### config.mk
export PLATFORM = sky130hd
export DESIGN_NAME = divide_and_mac_unit
export DESIGN_NICKNAME = d
export VERILOG_FILES = /design/src/dmac_pkg.sv /design/src/div_link_if.sv /design/src/div_iter.sv /design/src/mac_half.sv /design/src/divide_and_mac_unit.sv
export SDC_FILE = /design/constraint.sdc
export NUM_CORES = 2
export LEC_CHECK = 0
export BUFFER_PORTS_ARGS = -buffer_cell sky130_fd_sc_hd__buf_2
export CORE_ASPECT_RATIO = 2
export CORE_MARGIN = 4
export CORE_UTILIZATION = 56
export CTS_CLUSTER_SIZE = 40
export DETAILED_ROUTE_END_ITERATION = 10
export PLACE_DENSITY = 0.79
export SLEW_MARGIN = 20
export SYNTH_ARGS = -nofsm -noshare
export SYNTH_HDL_FRONTEND = slang
export SYNTH_SLANG_ARGS = --single-unit
export TNS_END_PERCENT = 1
### constraint.sdc
create_clock -name mclk -period 14.2 [get_ports mclk]
set_clock_uncertainty 0.05 [all_clocks]
set_input_delay 2.84 -clock mclk [delete_from_list [all_inputs] [get_ports mclk]]
set_output_delay 2.84 -clock mclk [all_outputs]
set_load 0.02 [all_outputs]
### src/dmac_pkg.sv
// Constants shared by the divide and multiply-accumulate datapath.
// Assumes a single core clock and an issuing pipeline on the same clock.
// Notes on behaviour
// - Signed doubleword divide: quotient low, remainder high
// - Unsigned doubleword divide writes quotient and remainder
// - Signed word divide, results sign-extended from bit 31
// - Unsigned word divide, results sign-extended from bit 31
// - Divides never overflow; divide-by-zero results arbitrary
// - Doubleword ops reserved in 32-bit user/supervisor mode
// - Multiply-accumulate multiplies 16-bit signed operands
// - Product added to full signed accumulator, written back
// - Multiply-accumulate never raises an overflow
// - Multiply-accumulate waits after earlier result producers
`default_nettype none
package dmac_pkg;
  // ==========================================================
  // Widths
  localparam int XLEN  = 64;
  localparam int WLEN  = 32;
  localparam int HLEN  = 16;
  localparam int HAZ_W = 7;
  // ==========================================================
  // Instruction fields
  localparam logic [5:0] OPC_SPECIAL     = 6'h00;
  localparam logic [9:0] ZERO_FIELD      = 10'h000;
  localparam logic [5:0] FUNC_SDIV_DWORD = 6'h1e;
  localparam logic [5:0] FUNC_UDIV_DWORD = 6'h1f;
  localparam logic [5:0] FUNC_SDIV_WORD  = 6'h1a;
  localparam logic [5:0] FUNC_UDIV_WORD  = 6'h1b;
  localparam logic [5:0] FUNC_MAC_HALF   = 6'h29;
  // ==========================================================
  // Wait before a multiply-accumulate, in cycles
  localparam logic [HAZ_W-1:0] WAIT_WORD_PRODUCT  = 7'h01;
  localparam logic [HAZ_W-1:0] WAIT_DWORD_PRODUCT = 7'h04;
  localparam logic [HAZ_W-1:0] WAIT_WORD_DIVIDE   = 7'h24;
  localparam logic [HAZ_W-1:0] WAIT_DWORD_DIVIDE  = 7'h44;
  localparam logic [HAZ_W-1:0] WAIT_MOVE_FROM     = 7'h02;
  localparam logic [HAZ_W-1:0] WAIT_NONE          = 7'h00;
  // ==========================================================
  // Reset values
  localparam logic [XLEN-1:0] RESULT_RESET = 64'h0;
endpackage : dmac_pkg
`default_nettype wire

### src/div_link_if.sv
// Link between the datapath control and the iterative divider.
// Assumes both ends on the core clock.
`default_nettype none
interface div_link_if #(parameter int W = 64);
  logic         start;
  logic         word;
  logic [W-1:0] dividend;
  logic [W-1:0] divisor;
  logic [W-1:0] quotient;
  logic [W-1:0] remainder;
  logic         done;
  logic         busy;
  modport core (input start, word, dividend, divisor,
                output quotient, remainder, done, busy);
  modport ctrl (output start, word, dividend, divisor,
                input quotient, remainder, done, busy);
endinterface : div_link_if
`default_nettype wire

### src/div_iter.sv
// Restoring unsigned divider, one quotient bit per clock.
// Assumes magnitudes on its inputs; sign handling is done by the caller.
`default_nettype none
module div_iter #(
  parameter int W = 64
) (
  input  wire logic    mclk,
  input  wire logic    rst,
  div_link_if.core     lnk
);
  localparam int CW = $clog2(W) + 1;
  localparam logic [CW-1:0] STEPS_DWORD = CW'(W);
  localparam logic [CW-1:0] STEPS_WORD  = CW'(W / 2);
  localparam logic [CW-1:0] STEP_LAST   = CW'(1);

  logic [W:0]   rem;
  logic [W-1:0] quo;
  logic [W-1:0] dsr;
  logic [CW-1:0] cnt;
  logic         busy;
  logic         done;

  // ==========================================================
  // Trial subtraction
  wire [W:0]   shifted = {rem[W-1:0], quo[W-1]};
  wire [W:0]   trial   = shifted - {1'b0, dsr};
  wire         fits    = ~trial[W];
  wire [W-1:0] dvd_in  = lnk.word ? {lnk.dividend[W/2-1:0], {(W/2){1'b0}}} : lnk.dividend;
  wire [W-1:0] dsr_in  = lnk.word ? {{(W/2){1'b0}}, lnk.divisor[W/2-1:0]} : lnk.divisor;

  always_ff @(posedge mclk or posedge rst) begin
    if (rst) begin
      rem  <= '0;
      quo  <= '0;
      dsr  <= '0;
      cnt  <= '0;
      busy <= 1'b0;
      done <= 1'b0;
    end else begin
      done <= 1'b0;
      if (lnk.start) begin
        rem  <= '0;
        quo  <= dvd_in;
        dsr  <= dsr_in;
        cnt  <= lnk.word ? STEPS_WORD : STEPS_DWORD;
        busy <= 1'b1;
      end else if (busy) begin
        rem <= fits ? trial : shifted;
        quo <= {quo[W-2:0], fits};
        cnt <= cnt - STEP_LAST;
        if (cnt == STEP_LAST) begin
          busy <= 1'b0;
          done <= 1'b1;
        end
      end
    end
  end

  assign lnk.quotient  = quo;
  assign lnk.remainder = rem[W-1:0];
  assign lnk.done      = done;
  assign lnk.busy      = busy;
endmodule : div_iter
`default_nettype wire

### src/mac_half.sv
// Halfword signed multiply added to a 64-bit accumulator.
// Uses only bits 15:0 of each operand; the upper operand bits are ignored.
`default_nettype none
module mac_half #(
  parameter int W = 64,
  parameter int H = 16
) (
  input  wire logic [W-1:0] acc,
  input  wire logic [W-1:0] opa,
  input  wire logic [W-1:0] opb,
  output logic      [W-1:0] sum
);
  wire signed [2*H-1:0] prod = $signed(opa[H-1:0]) * $signed(opb[H-1:0]);
  wire        [W-1:0]   prod_ext = {{(W-2*H){prod[2*H-1]}}, prod};
  // Wraps silently, no overflow signalled
  assign sum = acc + prod_ext;
endmodule : mac_half
`default_nettype wire

### src/divide_and_mac_unit.sv
// Divide and multiply-accumulate datapath with its two result registers.
// Assumes the pipeline issues one instruction per pulse on the core clock.
`default_nettype none
module divide_and_mac_unit #(
  parameter int W = dmac_pkg::XLEN
) (
  input  wire logic         mclk,
  input  wire logic         rst,
  input  wire logic         issue_valid,
  input  wire logic [5:0]   issue_opcode,
  input  wire logic [9:0]   issue_zero_field,
  input  wire logic [5:0]   issue_func,
  input  wire logic [W-1:0] operand_a,
  input  wire logic [W-1:0] operand_b,
  input  wire logic         mode_64bit,
  input  wire logic         mode_kernel,
  input  wire logic         word_product_ops,
  input  wire logic         dword_product_ops,
  input  wire logic         move_from_quot_acc,
  input  wire logic         move_from_rem_reg,
  output logic [W-1:0]      quot_acc_reg,
  output logic [W-1:0]      rem_reg,
  output logic [W-1:0]      move_data,
  output logic              div_busy,
  output logic              mac_hold,
  output logic              op_done,
  output logic              reserved_exc,
  output logic              issue_reject
);
  localparam int HW = dmac_pkg::HAZ_W;
  localparam int WL = dmac_pkg::WLEN;

  div_link_if #(.W(W)) lnk ();

  // ==========================================================
  // Decode
  wire special  = issue_valid && (issue_opcode == dmac_pkg::OPC_SPECIAL)
                  && (issue_zero_field == dmac_pkg::ZERO_FIELD);
  wire is_sdivd = special && (issue_func == dmac_pkg::FUNC_SDIV_DWORD);
  wire is_udivd = special && (issue_func == dmac_pkg::FUNC_UDIV_DWORD);
  wire is_sdivw = special && (issue_func == dmac_pkg::FUNC_SDIV_WORD);
  wire is_udivw = special && (issue_func == dmac_pkg::FUNC_UDIV_WORD);
  wire is_mac   = special && (issue_func == dmac_pkg::FUNC_MAC_HALF);
  wire is_dword = is_sdivd || is_udivd || is_mac;
  wire is_div   = is_sdivd || is_udivd || is_sdivw || is_udivw;
  wire mode_ok  = mode_64bit || mode_kernel;
  wire rsv      = is_dword && !mode_ok;

  // ==========================================================
  // Hazard spacing before a multiply-accumulate
  logic [HW-1:0] haz_cnt;
  logic          div_run;
  wire           haz_clear = (haz_cnt == dmac_pkg::WAIT_NONE);
  wire           div_go    = is_div && !rsv && !div_run;
  wire           mac_go    = is_mac && !rsv && haz_clear && !div_run;
  wire           reject    = (is_div && !rsv && div_run) || (is_mac && !rsv && !mac_go);
  wire           mf_any    = move_from_quot_acc || move_from_rem_reg;

  logic [HW-1:0] haz_load;
  always_comb begin
    haz_load = dmac_pkg::WAIT_NONE;
    if (mf_any && dmac_pkg::WAIT_MOVE_FROM > haz_load) begin
      haz_load = dmac_pkg::WAIT_MOVE_FROM;
    end
    if (word_product_ops && dmac_pkg::WAIT_WORD_PRODUCT > haz_load) begin
      haz_load = dmac_pkg::WAIT_WORD_PRODUCT;
    end
    if (dword_product_ops && dmac_pkg::WAIT_DWORD_PRODUCT > haz_load) begin
      haz_load = dmac_pkg::WAIT_DWORD_PRODUCT;
    end
    if (div_go && (is_sdivw || is_udivw)) begin
      haz_load = dmac_pkg::WAIT_WORD_DIVIDE;
    end
    if (div_go && (is_sdivd || is_udivd)) begin
      haz_load = dmac_pkg::WAIT_DWORD_DIVIDE;
    end
  end

  wire [HW-1:0] haz_dec  = haz_clear ? dmac_pkg::WAIT_NONE : haz_cnt - HW'(1);
  wire [HW-1:0] next_haz = (haz_load > haz_dec) ? haz_load : haz_dec;

  // ==========================================================
  // Operand preparation for the divider
  logic         q_neg;
  logic         r_neg;
  logic         word_op;
  wire          signed_op = is_sdivd || is_sdivw;
  wire          word_in   = is_sdivw || is_udivw;
  wire [W-1:0]  a_ext     = word_in ? {{(W-WL){operand_a[WL-1]}}, operand_a[WL-1:0]} : operand_a;
  wire [W-1:0]  b_ext     = word_in ? {{(W-WL){operand_b[WL-1]}}, operand_b[WL-1:0]} : operand_b;
  wire          a_neg     = signed_op && a_ext[W-1];
  wire          b_neg     = signed_op && b_ext[W-1];
  wire [W-1:0]  a_mag     = a_neg ? (~a_ext + W'(1)) : a_ext;
  wire [W-1:0]  b_mag     = b_neg ? (~b_ext + W'(1)) : b_ext;

  assign lnk.start    = div_go;
  assign lnk.word     = word_in;
  assign lnk.dividend = a_mag;
  assign lnk.divisor  = b_mag;

  div_iter #(.W(W)) u_div (
    .mclk (mclk),
    .rst  (rst),
    .lnk  (lnk)
  );

  // ==========================================================
  // Result fix-up
  wire [W-1:0] q_sgn   = q_neg ? (~lnk.quotient + W'(1)) : lnk.quotient;
  wire [W-1:0] r_sgn   = r_neg ? (~lnk.remainder + W'(1)) : lnk.remainder;
  wire [W-1:0] q_final = word_op ? {{(W-WL){q_sgn[WL-1]}}, q_sgn[WL-1:0]} : q_sgn;
  wire [W-1:0] r_final = word_op ? {{(W-WL){r_sgn[WL-1]}}, r_sgn[WL-1:0]} : r_sgn;

  wire [W-1:0] mac_sum;
  mac_half #(.W(W), .H(dmac_pkg::HLEN)) u_mac (
    .acc (quot_acc_reg),
    .opa (operand_a),
    .opb (operand_b),
    .sum (mac_sum)
  );

  wire [W-1:0] next_quot = lnk.done ? q_final : (mac_go ? mac_sum : quot_acc_reg);
  wire [W-1:0] next_rem  = lnk.done ? r_final : rem_reg;
  wire [W-1:0] next_move = move_from_quot_acc ? quot_acc_reg :
                           (move_from_rem_reg ? rem_reg : move_data);

  // ==========================================================
  // Divide sign state
  always_ff @(posedge mclk or posedge rst) begin
    if (rst) begin
      q_neg   <= 1'b0;
      r_neg   <= 1'b0;
      word_op <= 1'b0;
    end else if (div_go) begin
      q_neg   <= a_neg ^ b_neg;
      r_neg   <= a_neg;
      word_op <= word_in;
    end
  end

  // ==========================================================
  // Divider run flag, set at accept and held to completion
  always_ff @(posedge mclk or posedge rst) begin
    if (rst) begin
      div_run <= 1'b0;
    end else if (div_go) begin
      div_run <= 1'b1;
    end else if (lnk.done) begin
      div_run <= 1'b0;
    end
  end

  // ==========================================================
  // Result registers
  always_ff @(posedge mclk or posedge rst) begin
    if (rst) begin
      quot_acc_reg <= dmac_pkg::RESULT_RESET;
      rem_reg      <= dmac_pkg::RESULT_RESET;
      move_data    <= dmac_pkg::RESULT_RESET;
    end else begin
      quot_acc_reg <= next_quot;
      rem_reg      <= next_rem;
      move_data    <= next_move;
    end
  end

  // ==========================================================
  // Status outputs
  always_ff @(posedge mclk or posedge rst) begin
    if (rst) begin
      haz_cnt      <= dmac_pkg::WAIT_NONE;
      div_busy     <= 1'b0;
      mac_hold     <= 1'b0;
      op_done      <= 1'b0;
      reserved_exc <= 1'b0;
      issue_reject <= 1'b0;
    end else begin
      haz_cnt      <= next_haz;
      div_busy     <= (div_go || div_run) && !lnk.done;
      mac_hold     <= (next_haz != dmac_pkg::WAIT_NONE) || ((div_go || div_run) && !lnk.done);
      op_done      <= lnk.done || mac_go;
      reserved_exc <= rsv;
      issue_reject <= reject;
    end
  end
endmodule : divide_and_mac_unit
`default_nettype wire

# Yosys cells after proc, flatten, opt, wreduce, memory -nomap -nowiden
# Index checks and enable logic that the tools add are counted.
[totals] mem_bits_ro=0 mem_count=0 ramBits=0 latchBits=0 in_bits=159 reg_bits=409
[classes] shifts=0 eq_ne=6 n_div=0 bitwise_logic=6 addsub=8 mux=37 magnitude_cmp=3 multipliers=1 reduce_logical=47
[op_table] operator="64-bit 2-to-1 mux" count=19
[op_table] operator="64-bit by 1-bit adder with 64-bit output, second input constant" count=4
[op_table] operator="64-bit NOT" count=4
[op_table] operator="65-bit by 64-bit subtractor with 65-bit output" count=1
[op_table] operator="64-bit adder" count=1
[op_table] operator="7-bit 2-to-1 mux" count=8
[op_table] operator="16-bit by 16-bit multiplier with 32-bit output" count=1
[op_table] operator="6-bit by 5-bit equality test with 1-bit output, second input constant" count=4
[op_table] operator="1-bit logical AND" count=22
[op_table] operator="7-bit by 1-bit subtractor with 7-bit output, second input constant" count=2
[op_table] operator="1-bit logical OR" count=12
[op_table] operator="10-bit zero test" count=1
[op_table] operator="1-bit 2-to-1 mux" count=8
[op_table] operator="2-bit nonzero test" count=4
[op_table] operator="7-bit by 1-bit equality test with 1-bit output, second input constant" count=1
[op_table] operator="3-bit by 7-bit greater-than comparator with 1-bit output, first input constant" count=1
[op_table] operator="7-bit greater-than comparator" count=1
[op_table] operator="7-bit zero test" count=1
[op_table] operator="7-bit nonzero test" count=1
[op_table] operator="6-bit equality test, second input constant" count=1
[op_table] operator="6-bit zero test" count=1
[op_table] operator="1-bit zero test" count=5
[op_table] operator="2-bit 2-to-1 mux" count=2
[op_table] operator="1-bit by 2-bit greater-than comparator with 1-bit output, first input constant" count=1
[op_table] operator="other kinds (2)" count=2

# Logic depth before layout (Yosys ltp)
[logic_depth] depth_word=17 mapped_depth=42

# Hierarchy
# From an unflattened synthesis, not the netlist that was laid out.
[unflattened] hier_cells=5074 hier_area_um2=42701.0
[modules_own_cells] module="divide_and_mac_unit" area_per_inst_um2=15906.5 seq_area_each_um2=5205.0 cells_each=1950 instances=1
[modules_own_cells] module="div_iter" area_per_inst_um2=13426.6 seq_area_each_um2=5029.8 cells_each=1539 instances=1
[modules_own_cells] module="mac_half" area_per_inst_um2=13367.8 seq_area_each_um2=0.0 cells_each=1585 instances=1

# Worst setup path after synthesis
# OpenSTA, ideal clock, no wires.
[synth_timing] path_kind="input to register" from="in operand_a[15]" to="reg quot_acc_reg[63]" setup_slack_ns=2.132 arrival_ns=11.899 setup_time_ns=0.120 n_path_buf=3 cell_stages=38 path_cell_list="clkbuf_1 > clkbuf_1 > nand2_1 > fa_1 > inv_1 > fa_1 > fa_1 > fa_1 > fa_1 > inv_1 > fa_1 > inv_1 > ha_1 > a21oi_1 > nor2b_1 > o31a_1 > nor2_1 > o31ai_1 > [... 2 more ...] > a21oi_1 > xnor2_1 > inv_1 > ha_1 > clkbuf_1 > a21o_1 > nor3_1 > o21ai_0 > a31o_2 > a21oi_1 > nor2b_1 > o21ai_0 > nand2b_1 > a21oi_1 > a22oi_1 > a311o_1 > a2bb2oi_1 > and3_1"
[synth_between] elab_chain_cells=4
[synth_rtl] item="start: declaration" line_no="divide_and_mac_unit.sv:13" rtl="input wire logic [W-1:0] operand_a,"
[synth_rtl] item="16-bit by 16-bit multiplier with 32-bit output" line_no="mac_half.sv:13" rtl="wire signed [2*H-1:0] prod = $signed(opa[H-1:0]) * $signed(opb[H-1:0]);"
[synth_rtl] item="64-bit adder" line_no="mac_half.sv:16" rtl="assign sum = acc + prod_ext;"
[synth_rtl] item="64-bit 2-to-1 mux (2 in a row)" line_no="divide_and_mac_unit.sv:122" rtl="wire [W-1:0] next_quot = lnk.done ? q_final : (mac_go ? mac_sum : quot_acc_reg);"
[synth_rtl] item="end signal: assignment" line_no="divide_and_mac_unit.sv:157" rtl="quot_acc_reg <= dmac_pkg::RESULT_RESET;"
[synth_rtl] item="end signal: assignment" line_no="divide_and_mac_unit.sv:161" rtl="quot_acc_reg <= next_quot;"
[synth_rtl] item="end: declaration" line_no="divide_and_mac_unit.sv:21" rtl="output logic [W-1:0] quot_acc_reg,"
# No other way between the ends. The select of a mux whose other input is x is not followed.
# A chain may end at the register's enable or synchronous reset.

# Worst setup path in the final report
[layout_timing] from="in operand_b[5]" to="reg quot_acc_reg[57]"
[layout_between] elab_chain_cells=4
[layout_rtl] item="start: declaration" line_no="divide_and_mac_unit.sv:14" rtl="input wire logic [W-1:0] operand_b,"
[layout_rtl] item="16-bit by 16-bit multiplier with 32-bit output" line_no="mac_half.sv:13"
[layout_rtl] item="64-bit adder" line_no="mac_half.sv:16"
[layout_rtl] item="64-bit 2-to-1 mux (2 in a row)" line_no="divide_and_mac_unit.sv:122"
# No other way between the ends. The select of a mux whose other input is x is not followed.

==> run_results.csv <==
group,metric,value,unit
timing,setup_tns,0,ns
clocking,cts_max_level,2,
cells_and_area,syn_to_final_growth,9.60,%
setup_path,worstSetupPathType,"in -> reg",
floorplanning,die_area,76200,um2
yosys,synth_top_area_share,25.5,%
setup_path,end_kind,"flip-flop",
setup_path,critPathRequiredTime,14.59,ns
cells_and_area,multi_input_area,27300,um2
clocking,cts_tree,"done",
timing,fin_crit,12.37,ns
timing,rsz0062_at_grt,"false",
yosys,yosysWarnings,0,
timing,drv_slew,0,
placed_design,hpwl,113000,um
floorplanning,coreArea,71000,um2
yosys,ys_seq_area_share,25.5,%
clocking,numCtsBuffers,43,
drt,viasPerCell,6.31,
placed_design,portBuffers,355,
setup_path,crit_slowest_cell,"fa_1",
drt,drc,0,
global_routing,grt_pass1_wl,219000,um
floorplanning,row_count,138,
cells_and_area,seq_area,10200,um2
setup_path,crit_family,"adder cells",
cells_and_area,fin_cells,5900,
yosys,syn_area,40100,um2
clocking,cts_root_buf,"clkbuf_16",
placed_design,dp.cells,5802,
timing,final-setup-viol-count,0,
drt,drt_iter0_drc,3366,
placed_design,place_congestion,1.04,
yosys,synth_seq_cells,409,
yosys,yosys.area.top_type,"dfrtp_1",
setup_path,path_max_fanout,19,
timing,hold_violations,0,
clocking,path_clk_slew,0.06,ns
timing,period_share,87.1,%
clocking,cts.sinks,409,
cells_and_area,drive_above_1_share,10.5,%
drt,num_vias,37300,
setup_path,cpMostUsedCell,"fa_1",
global_routing,grt_use_total,37.1,%
floorplanning,start_util,56.5,%
floorplanning,die_h,387,um
global_routing,overflow,0,
floorplanning,die_w,197,um
clocking,worstSkewPairLatency,0.62,ns
setup_path,crit_buf_inv,5,
cells_and_area,nets,5582,
global_routing,grt_antenna_before_repair,16,
drt,wl_per_cell,24.6,um
yosys,synthArstFlopShare,100,%
clocking,cts_setup_buffers,0,
yosys,synthFlopType,"dfrtp_1",
yosys,netlist_instances,4762,
placed_design,dpl_worst_slack,1.32,ns
timing,setup_ws,1.83,ns
hold_path,min_from,"u_div.dsr[27]",
job,maxCapViolations,0,
setup_path,cp-start-kind,"input pin",
yosys,synthesis.nets,5406,
yosys,synth_edf_count,0,
setup_path,worstSetupStartpoint,"operand_b[5]",
setup_path,r2r_slack,8.65,ns
setup_path,critical-path-max-stage-delay,0.98,ns
timing,worst_slew_pin_slew,1.12,ns
setup_path,rr_startpoint,"u_div.lnk.quotient[63]",
drt,drt_pass1_iterations,6,
timing,max_freq,80.8,MHz
yosys,avgSynthCellArea,8.43,um2
timing,slew_headroom,25.0,%
hold_path,min_path_type,"reg -> reg",
yosys,ys_types,87,
global_routing,grt_max_degree,134,
setup_path,crit_arrival,12.76,ns
clocking,clk_path_buf_depth,3,
drt,drt_wl_total,145000,um
run_status,status,"finished clean",
drt,ant_nets,0,
global_routing,grt_pass1_vias,37400,
floorplanning,io_pins,356,
clocking,cts_resized,0,
clocking,hold_buffers,0,
yosys,synth_area_leaders,"dfrtp_1 26%, fa_1 13%, ha_1 6.9%, o21ai_0 5.3%, nand2_1 4.8%",
cells_and_area,n_fill_cell,6243,
## stage by stage
step	instance area [um2]	hold WS (ns)	util (%)
after floorplan	40100	0.399	-
after global placement	42400	0.410	59.8
after detailed placement	42400	0.420	59.8
after CTS	43900	0.434	61.8
after global routing	43900	0.450	61.9
final	44000	0.428	62.0
## worst reg2reg max path, delay by kind of cell (launching register included)
family	cells	cell delay, ns
buffers and inverters	3	0.82
xor gates and xnor gates	1	0.18
adders and majority gates	2	0.71
and+or+nand+nor	4	0.85
AOI/OAI and AO/OA	8	2.40
DFF	1	0.42
## synth_stat cells (19+ instances only)
library cell  number
and2_1           137
nand2b_1          53
a21o_1           103
fa_1             264
xnor2_1          186
inv_1            459
or3_1             44
and3_1            21
nand3_1           46
o41ai_1           30
ha_1             221
nor2_1           267
nor4_1            23
a21oi_1          325
o21a_1            41
nor2b_1           29
o211ai_1          37
nand2_1          509
o31ai_1           73
xor2_1           213
a31oi_1           31
o21ai_0          425
o21bai_1          22
dfrtp_1          409
mux2i_1          127
clkbuf_1         237
buf_1             19
a211oi_1          44
nor3_1            80
o22ai_1           46
or4_1             31
nand4_1           24
## logic make-up (layout without fill, tap and decap cells)
group	after synthesis	in the layout	synth area share, %
AOI/OAI and AO/OA	1293	1293	19.7
xor gates and xnor gates	399	399	8.71
adders and majority gates	485	485	20.1
buffers and inverters	718	925	6.74
DFF	409	409	25.5
muxes	137	137	3.45
other	0	21	0
and+or+nand+nor	1321	1321	15.8
## placed cells by master, fill, tap and decap left out, drive strengths merged, types with 10 or more instances in the layout
cell      n
and2    139
nor4     25
o21a     41
a21oi   325
or4      34
o21ai   441
mux2     10
o22ai    46
o221ai   13
buf     389
nor2    267
clkinv   15
nand3b   15
a211oi   44
dfrtp   409
nand3    46
xnor2   186
a21o    103
diode    21
nand2b   54
fa      264
o31ai    75
o41ai    32
xor2    213
mux2i   127
a31oi    31
nor2b    29
inv     461
and3     21
nand2   509
o21bai   22
o211ai   37
clkbuf   54
ha      221
nand4    24
or3      47
nor3     81
## metal layers
| metal | up-vias | share of wire (%) | global-route usage [%] |
|---|---|---|---|
| li1 | 16700 | - | - |
| met1 | 17900 | 32 | 39.8 |
| met2 | 1950 | 48 | 61.8 |
| met3 | 696 | 9.0 | 7.59 |
| met4 | 2 | 11 | 31.1 |
| met5 | - | 0.0090 | 0 |
## area by class of cell
type                            count  area share (%)
Antenna cell                       21           0.120
Clock buffer                       54            2.70
Clock inverter                     22           0.612
Inverter                          460            3.94
Multi-Input combinational cell   3635            62.0
Sequential cell                   409            23.3
Tap cell                          910            2.59
Timing Repair Buffer              389            4.74
## path summary, 6_finish.rpt
path	to	cells past startpoint
worst max-delay path	quot_acc_reg[57]	35
worst min-delay path	u_div.dsr[27]	2
worst max register to register	u_div.rem[39]	18
worst min register to register	u_div.dsr[27]	2
max in group asynchronous	move_data[13]	5
min in group asynchronous	u_div.rem[53]	2
Power is not shown: default switching activity piles up to over one toggle a cycle in this logic, so the estimate is an artifact.
